$ cat src/shared/gpa_pkg.sv
package gpa_pkg;
	// Clock and link timer periods
	localparam int CLOCK_KHZ = 50000;
	localparam int TIMER_SGMII_US = 1600;
	localparam int TIMER_SERDES_US = 10000;
	localparam int TIMER_SGMII_CYC = TIMER_SGMII_US * CLOCK_KHZ / 1000;
	localparam int TIMER_SERDES_CYC = TIMER_SERDES_US * CLOCK_KHZ / 1000;
	localparam int TIMER_W = 20;
	localparam int CNT_W = 8;
	localparam int PAGE_W = 16;
	localparam int CODE_W = 10;
	localparam int ADDR_W = 8;
	// Register byte offsets
	localparam logic [ADDR_W-1:0] OFS_CFG = 8'h00;
	localparam logic [ADDR_W-1:0] OFS_SD_CFG = 8'h04;
	localparam logic [ADDR_W-1:0] OFS_ANEG_CFG = 8'h08;
	localparam logic [ADDR_W-1:0] OFS_NP_CFG = 8'h0C;
	localparam logic [ADDR_W-1:0] OFS_ANEG_STAT = 8'h10;
	localparam logic [ADDR_W-1:0] OFS_NP_STAT = 8'h14;
	localparam logic [ADDR_W-1:0] OFS_LINK_STAT = 8'h18;
	localparam logic [ADDR_W-1:0] OFS_LOSS_CNT = 8'h1C;
	localparam logic [ADDR_W-1:0] OFS_STICKY = 8'h20;
	// Field positions
	localparam int B_ON = 0;
	localparam int B_SGMII = 1;
	localparam int B_ONEWAY = 2;
	localparam int B_LOOP = 3;
	localparam int B_SD_REACT = 0;
	localparam int B_CARRIER_SENSE_POLARITY = 1;
	localparam int B_SD_SRC = 2;
	localparam int B_AN_ON = 0;
	localparam int B_AN_RESTART = 1;
	localparam int B_NP_LOADED = 0;
	localparam int B_PAGE_RX = 0;
	localparam int B_PR = 1;
	localparam int B_DONE = 2;
	localparam int B_LINK = 0;
	localparam int B_SYNC = 1;
	localparam int B_SD = 2;
	localparam int B_LOSS = 0;
	localparam int PAGE_LSB = 16;
	localparam int PAGE_BIT15 = 15;
	// Reset values
	localparam logic [PAGE_W-1:0] RST_PAGE = 16'h0000;
	localparam logic [CNT_W-1:0] RST_CNT = 8'h00;
	typedef enum logic [2:0] {
		AN_RESTART,
		AN_ABILITY,
		AN_PAGE_WAIT,
		AN_NEXT_PAGE,
		AN_IDLE_DETECT,
		AN_LINK_GOOD,
		AN_OFF_GOOD
	} gpa_an_state_t;
endpackage : gpa_pkg

$ cat src/rtl/gpa_pcs_link_ctrl.sv
module gpa_pcs_link_ctrl
	import gpa_pkg::*;
#(
	parameter int SGMII_CYC = TIMER_SGMII_CYC,
	parameter int SERDES_CYC = TIMER_SERDES_CYC
) (
	input wire logic clock,
	input wire logic rst_n,
	input wire logic [ADDR_W-1:0] avs_address,
	input wire logic avs_read,
	input wire logic avs_write,
	input wire logic [31:0] avs_writedata,
	output logic [31:0] avs_readdata,
	output logic avs_waitrequest,
	input wire logic pma_signal_detect,
	input wire logic gpio_signal_detect,
	input wire logic rx_sync_in,
	input wire logic rx_page_valid,
	input wire logic [PAGE_W-1:0] rx_page_word,
	output logic [PAGE_W-1:0] tx_page_word,
	output logic tx_page_active,
	output logic tx_enable,
	output logic rx_restart,
	output logic rx_frame_enable,
	output logic phy_side_serial_mode_select,
	input wire logic [CODE_W-1:0] tx_code_in,
	input wire logic [CODE_W-1:0] serdes_rx_code,
	output logic [CODE_W-1:0] rx_code_out
);
	logic bus_ack;
	logic wr_en;
	logic coding_sublayer_on;
	logic one_way_tx_enable;
	logic tx_to_rx_loopback_enable;
	logic loss_of_light_react_enable;
	logic carrier_sense_polarity;
	logic carrier_sense_source;
	logic autoneg_on;
	logic [PAGE_W-1:0] local_base_page_word;
	logic [PAGE_W-1:0] local_next_page_word;
	logic [PAGE_W-1:0] partner_base_page_word;
	logic [PAGE_W-1:0] partner_next_page_word;
	logic page_rx;
	logic priority_resolve_ready;
	logic autoneg_done_flag;
	logic link_status;
	logic sync_status;
	logic link_loss_sticky;
	logic [CNT_W-1:0] link_loss_counter;
	logic autoneg_restart_pulse;
	logic next_page_loaded_pulse;
	logic page_clr;
	logic loss_clr;
	logic sd_raw;
	logic sd_lost;
	logic sync_eff;
	logic an_run;
	logic page_set;
	logic good;
	logic loss_armed;
	logic loss_event;
	logic [TIMER_W-1:0] period_m1;
	logic [TIMER_W-1:0] an_timer;
	logic [TIMER_W-1:0] loss_timer;
	gpa_an_state_t state;
	gpa_an_state_t next_state;

	// Bus handshake: answer in the second cycle of each request
	assign avs_waitrequest = (avs_read | avs_write) & ~bus_ack;
	assign wr_en = avs_write & bus_ack;
	always_ff @(posedge clock or negedge rst_n) begin
		if (!rst_n) begin
			bus_ack <= 1'b0;
		end else begin
			bus_ack <= (avs_read | avs_write) & ~bus_ack;
		end
	end

	// Write strobes for one-shot and clear bits
	assign autoneg_restart_pulse = wr_en & (avs_address == OFS_ANEG_CFG) & avs_writedata[B_AN_RESTART];
	assign next_page_loaded_pulse = wr_en & (avs_address == OFS_NP_CFG) & avs_writedata[B_NP_LOADED];
	assign page_clr = wr_en & (avs_address == OFS_ANEG_STAT) & avs_writedata[B_PAGE_RX];
	assign loss_clr = wr_en & (avs_address == OFS_STICKY) & avs_writedata[B_LOSS];

	// Configuration registers
	always_ff @(posedge clock or negedge rst_n) begin
		if (!rst_n) begin
			coding_sublayer_on <= 1'b0;
			phy_side_serial_mode_select <= 1'b0;
			one_way_tx_enable <= 1'b0;
			tx_to_rx_loopback_enable <= 1'b0;
			loss_of_light_react_enable <= 1'b0;
			carrier_sense_polarity <= 1'b1;
			carrier_sense_source <= 1'b0;
			autoneg_on <= 1'b0;
			local_base_page_word <= RST_PAGE;
			local_next_page_word <= RST_PAGE;
		end else if (wr_en) begin
			unique case (avs_address)
				OFS_CFG: begin
					coding_sublayer_on <= avs_writedata[B_ON];
					phy_side_serial_mode_select <= avs_writedata[B_SGMII];
					one_way_tx_enable <= avs_writedata[B_ONEWAY];
					tx_to_rx_loopback_enable <= avs_writedata[B_LOOP];
				end
				OFS_SD_CFG: begin
					loss_of_light_react_enable <= avs_writedata[B_SD_REACT];
					carrier_sense_polarity <= avs_writedata[B_CARRIER_SENSE_POLARITY];
					carrier_sense_source <= avs_writedata[B_SD_SRC];
				end
				OFS_ANEG_CFG: begin
					autoneg_on <= avs_writedata[B_AN_ON];
					local_base_page_word <= avs_writedata[PAGE_LSB +: PAGE_W];
				end
				OFS_NP_CFG: begin
					local_next_page_word <= avs_writedata[PAGE_LSB +: PAGE_W];
				end
				default: begin
				end
			endcase
		end
	end

	// Read data, captured in the waiting cycle
	always_ff @(posedge clock or negedge rst_n) begin
		if (!rst_n) begin
			avs_readdata <= '0;
		end else if (avs_read & ~bus_ack) begin
			avs_readdata <= '0;
			unique case (avs_address)
				OFS_CFG: begin
					avs_readdata[B_ON] <= coding_sublayer_on;
					avs_readdata[B_SGMII] <= phy_side_serial_mode_select;
					avs_readdata[B_ONEWAY] <= one_way_tx_enable;
					avs_readdata[B_LOOP] <= tx_to_rx_loopback_enable;
				end
				OFS_SD_CFG: begin
					avs_readdata[B_SD_REACT] <= loss_of_light_react_enable;
					avs_readdata[B_CARRIER_SENSE_POLARITY] <= carrier_sense_polarity;
					avs_readdata[B_SD_SRC] <= carrier_sense_source;
				end
				OFS_ANEG_CFG: begin
					avs_readdata[B_AN_ON] <= autoneg_on;
					avs_readdata[PAGE_LSB +: PAGE_W] <= local_base_page_word;
				end
				OFS_NP_CFG: begin
					avs_readdata[PAGE_LSB +: PAGE_W] <= local_next_page_word;
				end
				OFS_ANEG_STAT: begin
					avs_readdata[B_PAGE_RX] <= page_rx;
					avs_readdata[B_PR] <= priority_resolve_ready;
					avs_readdata[B_DONE] <= autoneg_done_flag;
					avs_readdata[PAGE_LSB +: PAGE_W] <= partner_base_page_word;
				end
				OFS_NP_STAT: begin
					avs_readdata[PAGE_W-1:0] <= partner_next_page_word;
				end
				OFS_LINK_STAT: begin
					avs_readdata[B_LINK] <= link_status;
					avs_readdata[B_SYNC] <= sync_status;
					avs_readdata[B_SD] <= sd_raw;
				end
				OFS_LOSS_CNT: begin
					avs_readdata[CNT_W-1:0] <= link_loss_counter;
				end
				OFS_STICKY: begin
					avs_readdata[B_LOSS] <= link_loss_sticky;
				end
				default: begin
				end
			endcase
		end
	end

	assign sd_raw = carrier_sense_source ? gpio_signal_detect : pma_signal_detect;
	assign sd_lost = sd_raw != carrier_sense_polarity;
	assign rx_restart = coding_sublayer_on & loss_of_light_react_enable & sd_lost;
	assign rx_frame_enable = coding_sublayer_on & ~rx_restart;
	assign sync_eff = rx_frame_enable & rx_sync_in;
	assign an_run = coding_sublayer_on & autoneg_on & sync_eff & ~autoneg_restart_pulse;
	assign good = (state == AN_LINK_GOOD) | (state == AN_OFF_GOOD);
	assign period_m1 = phy_side_serial_mode_select ? TIMER_W'(SGMII_CYC - 1) : TIMER_W'(SERDES_CYC - 1);

	// Negotiation next state
	always_comb begin
		next_state = state;
		if (!coding_sublayer_on || !sync_eff) begin
			next_state = AN_RESTART;
		end else if (!autoneg_on) begin
			next_state = AN_OFF_GOOD;
		end else if (autoneg_restart_pulse) begin
			next_state = AN_RESTART;
		end else begin
			unique case (state)
				AN_RESTART, AN_OFF_GOOD: begin
					next_state = AN_ABILITY;
				end
				AN_ABILITY: begin
					if (rx_page_valid) begin
						next_state = local_base_page_word[PAGE_BIT15] ? AN_PAGE_WAIT : AN_IDLE_DETECT;
					end
				end
				AN_PAGE_WAIT: begin
					if (next_page_loaded_pulse) begin
						next_state = AN_NEXT_PAGE;
					end
				end
				AN_NEXT_PAGE: begin
					if (rx_page_valid) begin
						next_state = local_next_page_word[PAGE_BIT15] ? AN_PAGE_WAIT : AN_IDLE_DETECT;
					end
				end
				AN_IDLE_DETECT: begin
					if (an_timer == period_m1) begin
						next_state = AN_LINK_GOOD;
					end
				end
				AN_LINK_GOOD: begin
					next_state = AN_LINK_GOOD;
				end
			endcase
		end
	end

	// Negotiation state and idle timer
	always_ff @(posedge clock or negedge rst_n) begin
		if (!rst_n) begin
			state <= AN_RESTART;
			an_timer <= '0;
		end else begin
			state <= next_state;
			an_timer <= (state == AN_IDLE_DETECT && next_state == AN_IDLE_DETECT) ? an_timer + 1'b1 : '0;
		end
	end

	always_ff @(posedge clock or negedge rst_n) begin
		if (!rst_n) begin
			priority_resolve_ready <= 1'b0;
			autoneg_done_flag <= 1'b0;
		end else begin
			priority_resolve_ready <= (next_state == AN_IDLE_DETECT) | (next_state == AN_LINK_GOOD);
			autoneg_done_flag <= next_state == AN_LINK_GOOD;
		end
	end

	// page capture, set wins over clear
	assign page_set = an_run & rx_page_valid & ((state == AN_ABILITY) | (state == AN_NEXT_PAGE));
	always_ff @(posedge clock or negedge rst_n) begin
		if (!rst_n) begin
			page_rx <= 1'b0;
			partner_base_page_word <= RST_PAGE;
			partner_next_page_word <= RST_PAGE;
		end else begin
			page_rx <= page_set | (page_rx & ~page_clr);
			if (page_set && state == AN_ABILITY) begin
				partner_base_page_word <= rx_page_word;
			end
			if (page_set && state == AN_NEXT_PAGE) begin
				partner_next_page_word <= rx_page_word;
			end
		end
	end

	always_ff @(posedge clock or negedge rst_n) begin
		if (!rst_n) begin
			tx_page_word <= RST_PAGE;
			tx_page_active <= 1'b0;
		end else begin
			tx_page_word <= (state == AN_NEXT_PAGE) ? local_next_page_word : local_base_page_word;
			tx_page_active <= coding_sublayer_on & autoneg_on & ~good & (state != AN_IDLE_DETECT);
		end
	end

	always_ff @(posedge clock or negedge rst_n) begin
		if (!rst_n) begin
			link_status <= 1'b0;
			sync_status <= 1'b0;
			tx_enable <= 1'b0;
		end else begin
			link_status <= phy_side_serial_mode_select ? partner_base_page_word[PAGE_BIT15] : sync_eff;
			sync_status <= sync_eff;
			tx_enable <= coding_sublayer_on & (one_way_tx_enable | good);
		end
	end

	// link loss surveillance, armed by a good state
	assign loss_event = loss_armed & ~good & (loss_timer == period_m1);
	always_ff @(posedge clock or negedge rst_n) begin
		if (!rst_n) begin
			loss_armed <= 1'b0;
			loss_timer <= '0;
			link_loss_sticky <= 1'b0;
			link_loss_counter <= RST_CNT;
		end else begin
			loss_armed <= good | (loss_armed & ~loss_event);
			loss_timer <= (good || loss_event) ? '0 : loss_timer + 1'b1;
			link_loss_sticky <= loss_event | (link_loss_sticky & ~loss_clr);
			if (loss_event) begin
				link_loss_counter <= link_loss_counter + 1'b1;
			end
		end
	end

	always_ff @(posedge clock or negedge rst_n) begin
		if (!rst_n) begin
			rx_code_out <= '0;
		end else begin
			rx_code_out <= tx_to_rx_loopback_enable ? tx_code_in : serdes_rx_code;
		end
	end
endmodule : gpa_pcs_link_ctrl

$ cat config.mk
export PLATFORM = sky130hd
export DESIGN_NAME = gpa_pcs_link_ctrl
export DESIGN_NICKNAME = d
export VERILOG_FILES = /design/src/shared/gpa_pkg.sv /design/src/rtl/gpa_pcs_link_ctrl.sv
export SDC_FILE = /design/constraint.sdc
export NUM_CORES = 1
export LEC_CHECK = 0
export ABC_AREA = 1
export BUFFER_PORTS_ARGS = -buffer_cell sky130_fd_sc_hd__buf_2
export CAP_MARGIN = 30
export CORE_ASPECT_RATIO = 0.7
export CORE_MARGIN = 2
export CORE_UTILIZATION = 45
export DETAILED_ROUTE_END_ITERATION = 7
export PLACE_DENSITY_LB_ADDON = 0.25
export SYNTH_ARGS = -nofsm -noshare
export SYNTH_HDL_FRONTEND = slang
export SYNTH_SLANG_ARGS = --single-unit
$ cat constraint.sdc
create_clock -name clock -period 2.35 [get_ports clock]
set_input_delay 0.1175 -clock clock [delete_from_list [all_inputs] [get_ports clock]]
set_output_delay 0.1175 -clock clock [all_outputs]
set_load 0.03 [all_outputs]
Word level (Yosys, flattened, before mapping)
Index checks and enable logic that the tools add are counted.
{"block": "totals", "register_bits": 191, "input_bits": 84, "out_inout_bits": 64, "elab_cells": 132}
{"block": "classes", "addsub": 3, "eq_ne": 20, "mux": 23, "n_bitwise": 43, "n_reduce_logical": 14}
{"op": "16-bit one-hot mux with 3 select lines", "n": 1}
{"op": "20-bit by 1-bit adder with 20-bit output, second input constant", "n": 2}
{"op": "20-bit by 19-bit equality test with 1-bit output", "n": 2}
{"op": "20-bit two-way mux", "n": 2}
{"op": "8-bit by 5-bit equality test with 1-bit output, second input constant", "n": 4}
{"op": "1-bit bitwise AND", "n": 28}
{"op": "3-bit two-way mux", "n": 9}
{"op": "19-bit two-way mux", "n": 1}
{"op": "3-bit one-hot mux with 6 select lines", "n": 1}
{"op": "8-bit by 4-bit equality test with 1-bit output, second input constant", "n": 2}
{"op": "16-bit two-way mux", "n": 1}
{"op": "3-bit equality test, second input constant", "n": 5}
{"op": "2-bit one-hot mux with 6 select lines", "n": 1}
{"op": "10-bit two-way mux", "n": 1}
{"op": "8-bit by 1-bit adder with 8-bit output, second input constant", "n": 1}
{"op": "8-bit by 3-bit equality test with 1-bit output, second input constant", "n": 1}
{"op": "8-bit by 6-bit equality test with 1-bit output, second input constant", "n": 1}
{"op": "8-bit zero test", "n": 1}
{"op": "8-bit two-way mux", "n": 1}
{"op": "1-bit bitwise OR", "n": 8}
{"op": "1-bit one-hot mux with 8 select lines", "n": 1}
{"op": "4-bit one-hot mux with 2 select lines", "n": 1}
{"op": "2-bit AND reduction", "n": 4}
{"op": "1-bit inverter", "n": 7}
{"op": "other kinds (11)", "n": 17}

Logic depth before layout (Yosys ltp)
{"block": "depth", "word_depth": 12, "depth_mapped": 12, "mapped_depth_nobuf": 11}

Worst setup path before layout
OpenSTA, ideal clock, no wires.
{"block": "synth_timing", "kind": "reg2reg", "start": "register phy_side_serial_mode_select", "end": "register loss_timer[17]", "setup_ns": 0.118, "arrival_time_ns": 1.563, "t_required_ns": 2.232, "slack_ns": 0.669, "path_stages_with_launch": 9, "n_path_buf": 1, "synth_period_minus_slack_ns": 1.681, "path_cell_list": "dfrtp_1 > inv_1 > nor3_1 > nand3_1 > nand2_1 > nand2_2 > nand2_2 > buf_4 > nor2_1"}
{"block": "synth_between", "elab_chain_len": 5}
{"element": "from (decl)", "line": "gpa_pcs_link_ctrl.sv:25", "source": "output logic phy_side_serial_mode_select,"}
{"element": "from (signal assigned)", "line": "gpa_pcs_link_ctrl.sv:102", "source": "phy_side_serial_mode_select <= avs_writedata[B_SGMII];"}
{"element": "19-bit two-way mux", "line": "gpa_pcs_link_ctrl.sv:182", "source": "assign period_m1 = phy_side_serial_mode_select ? TIMER_W'(SGMII_CYC - 1) : TIMER_W'(SERDES_CYC - 1);"}
{"element": "20-bit by 19-bit equality test with 1-bit output", "line": "gpa_pcs_link_ctrl.sv:287", "source": "assign loss_event = loss_armed & ~good & (loss_timer == period_m1);"}
{"element": "1-bit bitwise AND", "line": "gpa_pcs_link_ctrl.sv:287"}
{"element": "1-bit logical OR", "line": "gpa_pcs_link_ctrl.sv:296", "source": "loss_timer <= (good || loss_event) ? '0 : loss_timer + 1'b1;"}
{"element": "20-bit two-way mux", "line": "gpa_pcs_link_ctrl.sv:296"}
{"element": "to (signal assigned)", "line": "gpa_pcs_link_ctrl.sv:296"}
{"element": "to (decl)", "line": "gpa_pcs_link_ctrl.sv:64", "source": "logic [TIMER_W-1:0] loss_timer;"}
Every way passes these cells.
A chain may end at the register's enable or synchronous reset.

Final worst setup path
{"block": "layout_timing", "start": "register loss_timer[0]", "end": "register loss_timer[9]"}
{"block": "layout_between", "elab_chain_len": 4, "elab_cells_between_ends": 5, "classes_between": "1 x add/sub; 1 x eq/ne; 1 x mux; 1 x bitwise; 1 x reduce/logical"}
{"element": "branches (longest 3 deep; another with 20-bit by 1-bit adder with 20-bit output)"}
{"element": "20-bit two-way mux (*)", "line": "gpa_pcs_link_ctrl.sv:296"}
Mark *: on every way between the ends.

==> results.ini <==
[status]
outcome=finished, final reports clean

[layout]
antenna_cells=0
drive_gt1_share_pct=18.6
n_fill_cell=1805
final_common_cell=nand2_1
finalNetCount=1409
multi_input_area_um2=3710
areaGrowthSynthToFinish_pct=24.6
mostFrequentLayoutCells=363 x nand2_1, 190 x dfrtp_1, 134 x buf_2
ff_latch_area_um2=4780
fin_util_pct=57.4

[floorplanning]
die_x_um=174
rows=43
coreArea_um2=19900
start_util_pct=46.1
die_y_um=123
die_area_um2=21500
io-pin-count=148

[logic_synthesis]
synth-edff-count=0
synth-seq-area-share_pct=52.3
synthArstFlopShare_pct=100
netlist_instances=1123
synth-seq-cells=191
ys.flop_type=dfrtp_1
synthAdderAreaFrac_pct=0.410
muxShareOfSynthArea_pct=1.35
synth_top_family_by_area=simple AND/OR/NAND/NOR gates
yosys_warnings=0
syn_avg_cell_area_um2=8.15
yosysUniqueCellTypes=40
synth_xor_area_share_pct=2.49
synth_nets=1210
synth.cell_area_um2=9150
synth_compound_area_share_pct=7.40
synthSimpleGateAreaFrac_pct=28.8

[critical_path]
cp.arrival_ns=2.37
cp-start-kind=flop
end_kind=flop
worst_ep_required_time_ns=2.68
worstPathMaxFanout=9
critPathKind=flop to flop

[power]
p_leak_uw=0.00565
ir_drop_uv=515
p_per_area_nw_per_um2=611

[routing]
drtPass1Iterations=5
drc_errors=0
avgViaCountPerCell=4.97
drt_iter0_drc=614
routed_wl_um=23700
vias=7974
wire_per_inst_um=14.8
ant_nets=0

[placement]
portBuffers=135
dp_hpwl_um=16700
place_congestion=0.911
dp_slack_ns=0.370

[sta]
fin_tns_setup_ns=0
tightest_slew_ns=0.684
fin_skew_ns=0.0134
hold_viol_final=0
slew_headroom_pct=54.4
rsz0062_at_grt=no
setup_ws_ns=0.310
setup_viol=0
drv_slew=0
min_period_over_period_pct=86.8
fmax_mhz=490
layout_min_cycle_time_ns=2.04

[clock_network]
clockBufferDepth=2
cts_setup_buffers=0
numCtsBuffers=17
clk_pin_slew_ns=0.08
worstSkewPairLatency_ns=0.44
cts-htree-levels=4
tritoncts=yes
cts.sinks=191
ctsRootBufferMaster=clkbuf_16

[global_route]
grt_pass1_vias=7374
grt_pass1_wl_um=38200
antenna_found_initial=1
overflow=0
grt_use_total_pct=22.7
grt_max_degree=74

[min_path]
hold_path_class=input pin to flop

[flow_run]
maxCapViolCount=0

[logic make-up after synthesis]
kind of cell / Yosys count
fa+ha+maj: 3
flops: 191
simple gates: 599
compound gates: 129
mux: 11
xor+xnor: 26
buf+inv: 164
[synth_stat cells (2+ instances only)]
cell type / count / area, µm²
inv_1: 123 / 462
nand3b_1: 3 / 22.5
nand3_1: 62 / 310
inv_2: 4 / 15.0
nor2_1: 91 / 342
buf_1: 2 / 7.51
clkbuf_1: 18 / 67.6
nand4_1: 13 / 81.3
nor3_1: 26 / 130
xor2_1: 19 / 166
buf_4: 7 / 52.6
xnor2_1: 7 / 61.3
buf_6: 2 / 22.5
mux2_2: 11 / 124
nor2_2: 6 / 37.5
nand3_2: 2 / 20.0
o21ai_1: 3 / 15.0
clkbuf_2: 3 / 15.0
buf_2: 4 / 20.0
nand2_1: 363 / 1360
ha_1: 3 / 37.5
o21ai_0: 108 / 541
nand3_4: 2 / 35.0
a31oi_1: 4 / 25.0
dfrtp_1: 190 / 4750
nor4_1: 3 / 18.8
a21oi_1: 8 / 40.0
nor3_2: 21 / 210
nor3b_1: 2 / 15.0
nand2_2: 3 / 18.8
[worst paths after layout]
| kind | from | to | slack (ns) | depth (start not counted) |
|---|---|---|---|---|
| hold / removal | rx_page_word[1] | partner_next_page_word[1] | 0.02 | 3 |
| hold reg to reg | avs_readdata[2] | avs_readdata[2] | 0.48 | 2 |
| setup reg to reg | loss_timer[0] | loss_timer[9] | 0.31 | 10 |
| min in group asynchronous | rst_n | loss_timer[1] | 0.21 | 2 |
| setup / recovery | loss_timer[0] | loss_timer[9] | 0.31 | 10 |
| max in group asynchronous | rst_n | avs_readdata[20] | 1.28 | 3 |
[metrics by stage]
step	instance area [µm²]	cells	hold slack, ns	power [µW]
floorplan	9150	1123	-0.178	3720
global placement	10200	1516	0.165	3960
detailed placement	10200	1516	0.165	3960
CTS	11400	1605	0.0184	7030
global route	11400	1605	0.0393	7220
finish	11400	1605	0.0228	6960
[metal layers]
metal / share of wire (%) / up-vias / GRT usage [%]
li1: - / 3948 / -
met3: 7.1 / 20 / 4.49
met5: 0.046 / - / 0
met4: 1.1 / 2 / 5.62
met2: 41 / 263 / 32.4
met1: 51 / 3741 / 35.3
[critical path: stages (launching register included)]
cell and delay [ns]:
dfrtp_1 0.43, ha_1 0.23, nand2_1 0.12, nor2_2 0.21, inv_1 0.09, nor3_1 0.23, nand2_2 0.15, nand2_2 0.23
inv_2 0.12, nand2_1 0.08, nor2_1 0.04
[sequential cells by signal, summed over array words and instances, names as in the netlist, 3 cells and up]
signal,flops
avs_readdata,32
an_timer,20
loss_timer,20
local_base_page_word,16
local_next_page_word,16
partner_base_page_word,16
partner_next_page_word,16
tx_page_word,16
rx_code_out,10
link_loss_counter,8
state,3
[timing repair]
action,4_1_cts,5_1_grt
hold endpoints to repair,144,0
resized for setup,0,0
setup endpoints to repair,0,0
hold buffers,57,0
[report_power, final]
part	leakage, µW	switching [µW]	internal [µW]	total (µW)
Sequential	0.00261	60.1	3360	3420
Combinational	0.00274	335	218	553
Clock	0.000303	1520	1480	2990
Total	0.00565	1910	5050	6960
[area by class of cell]
class | instances | share of cell area (%)
clock inverter | 15 | 1.77
timing repair buffer | 216 | 12.8
tap | 270 | 2.96
multi-input combinational | 768 | 32.5
inverter | 128 | 4.22
sequential | 191 | 42.0
clock buffer | 17 | 3.73
(Power assumes the default switching activity.)
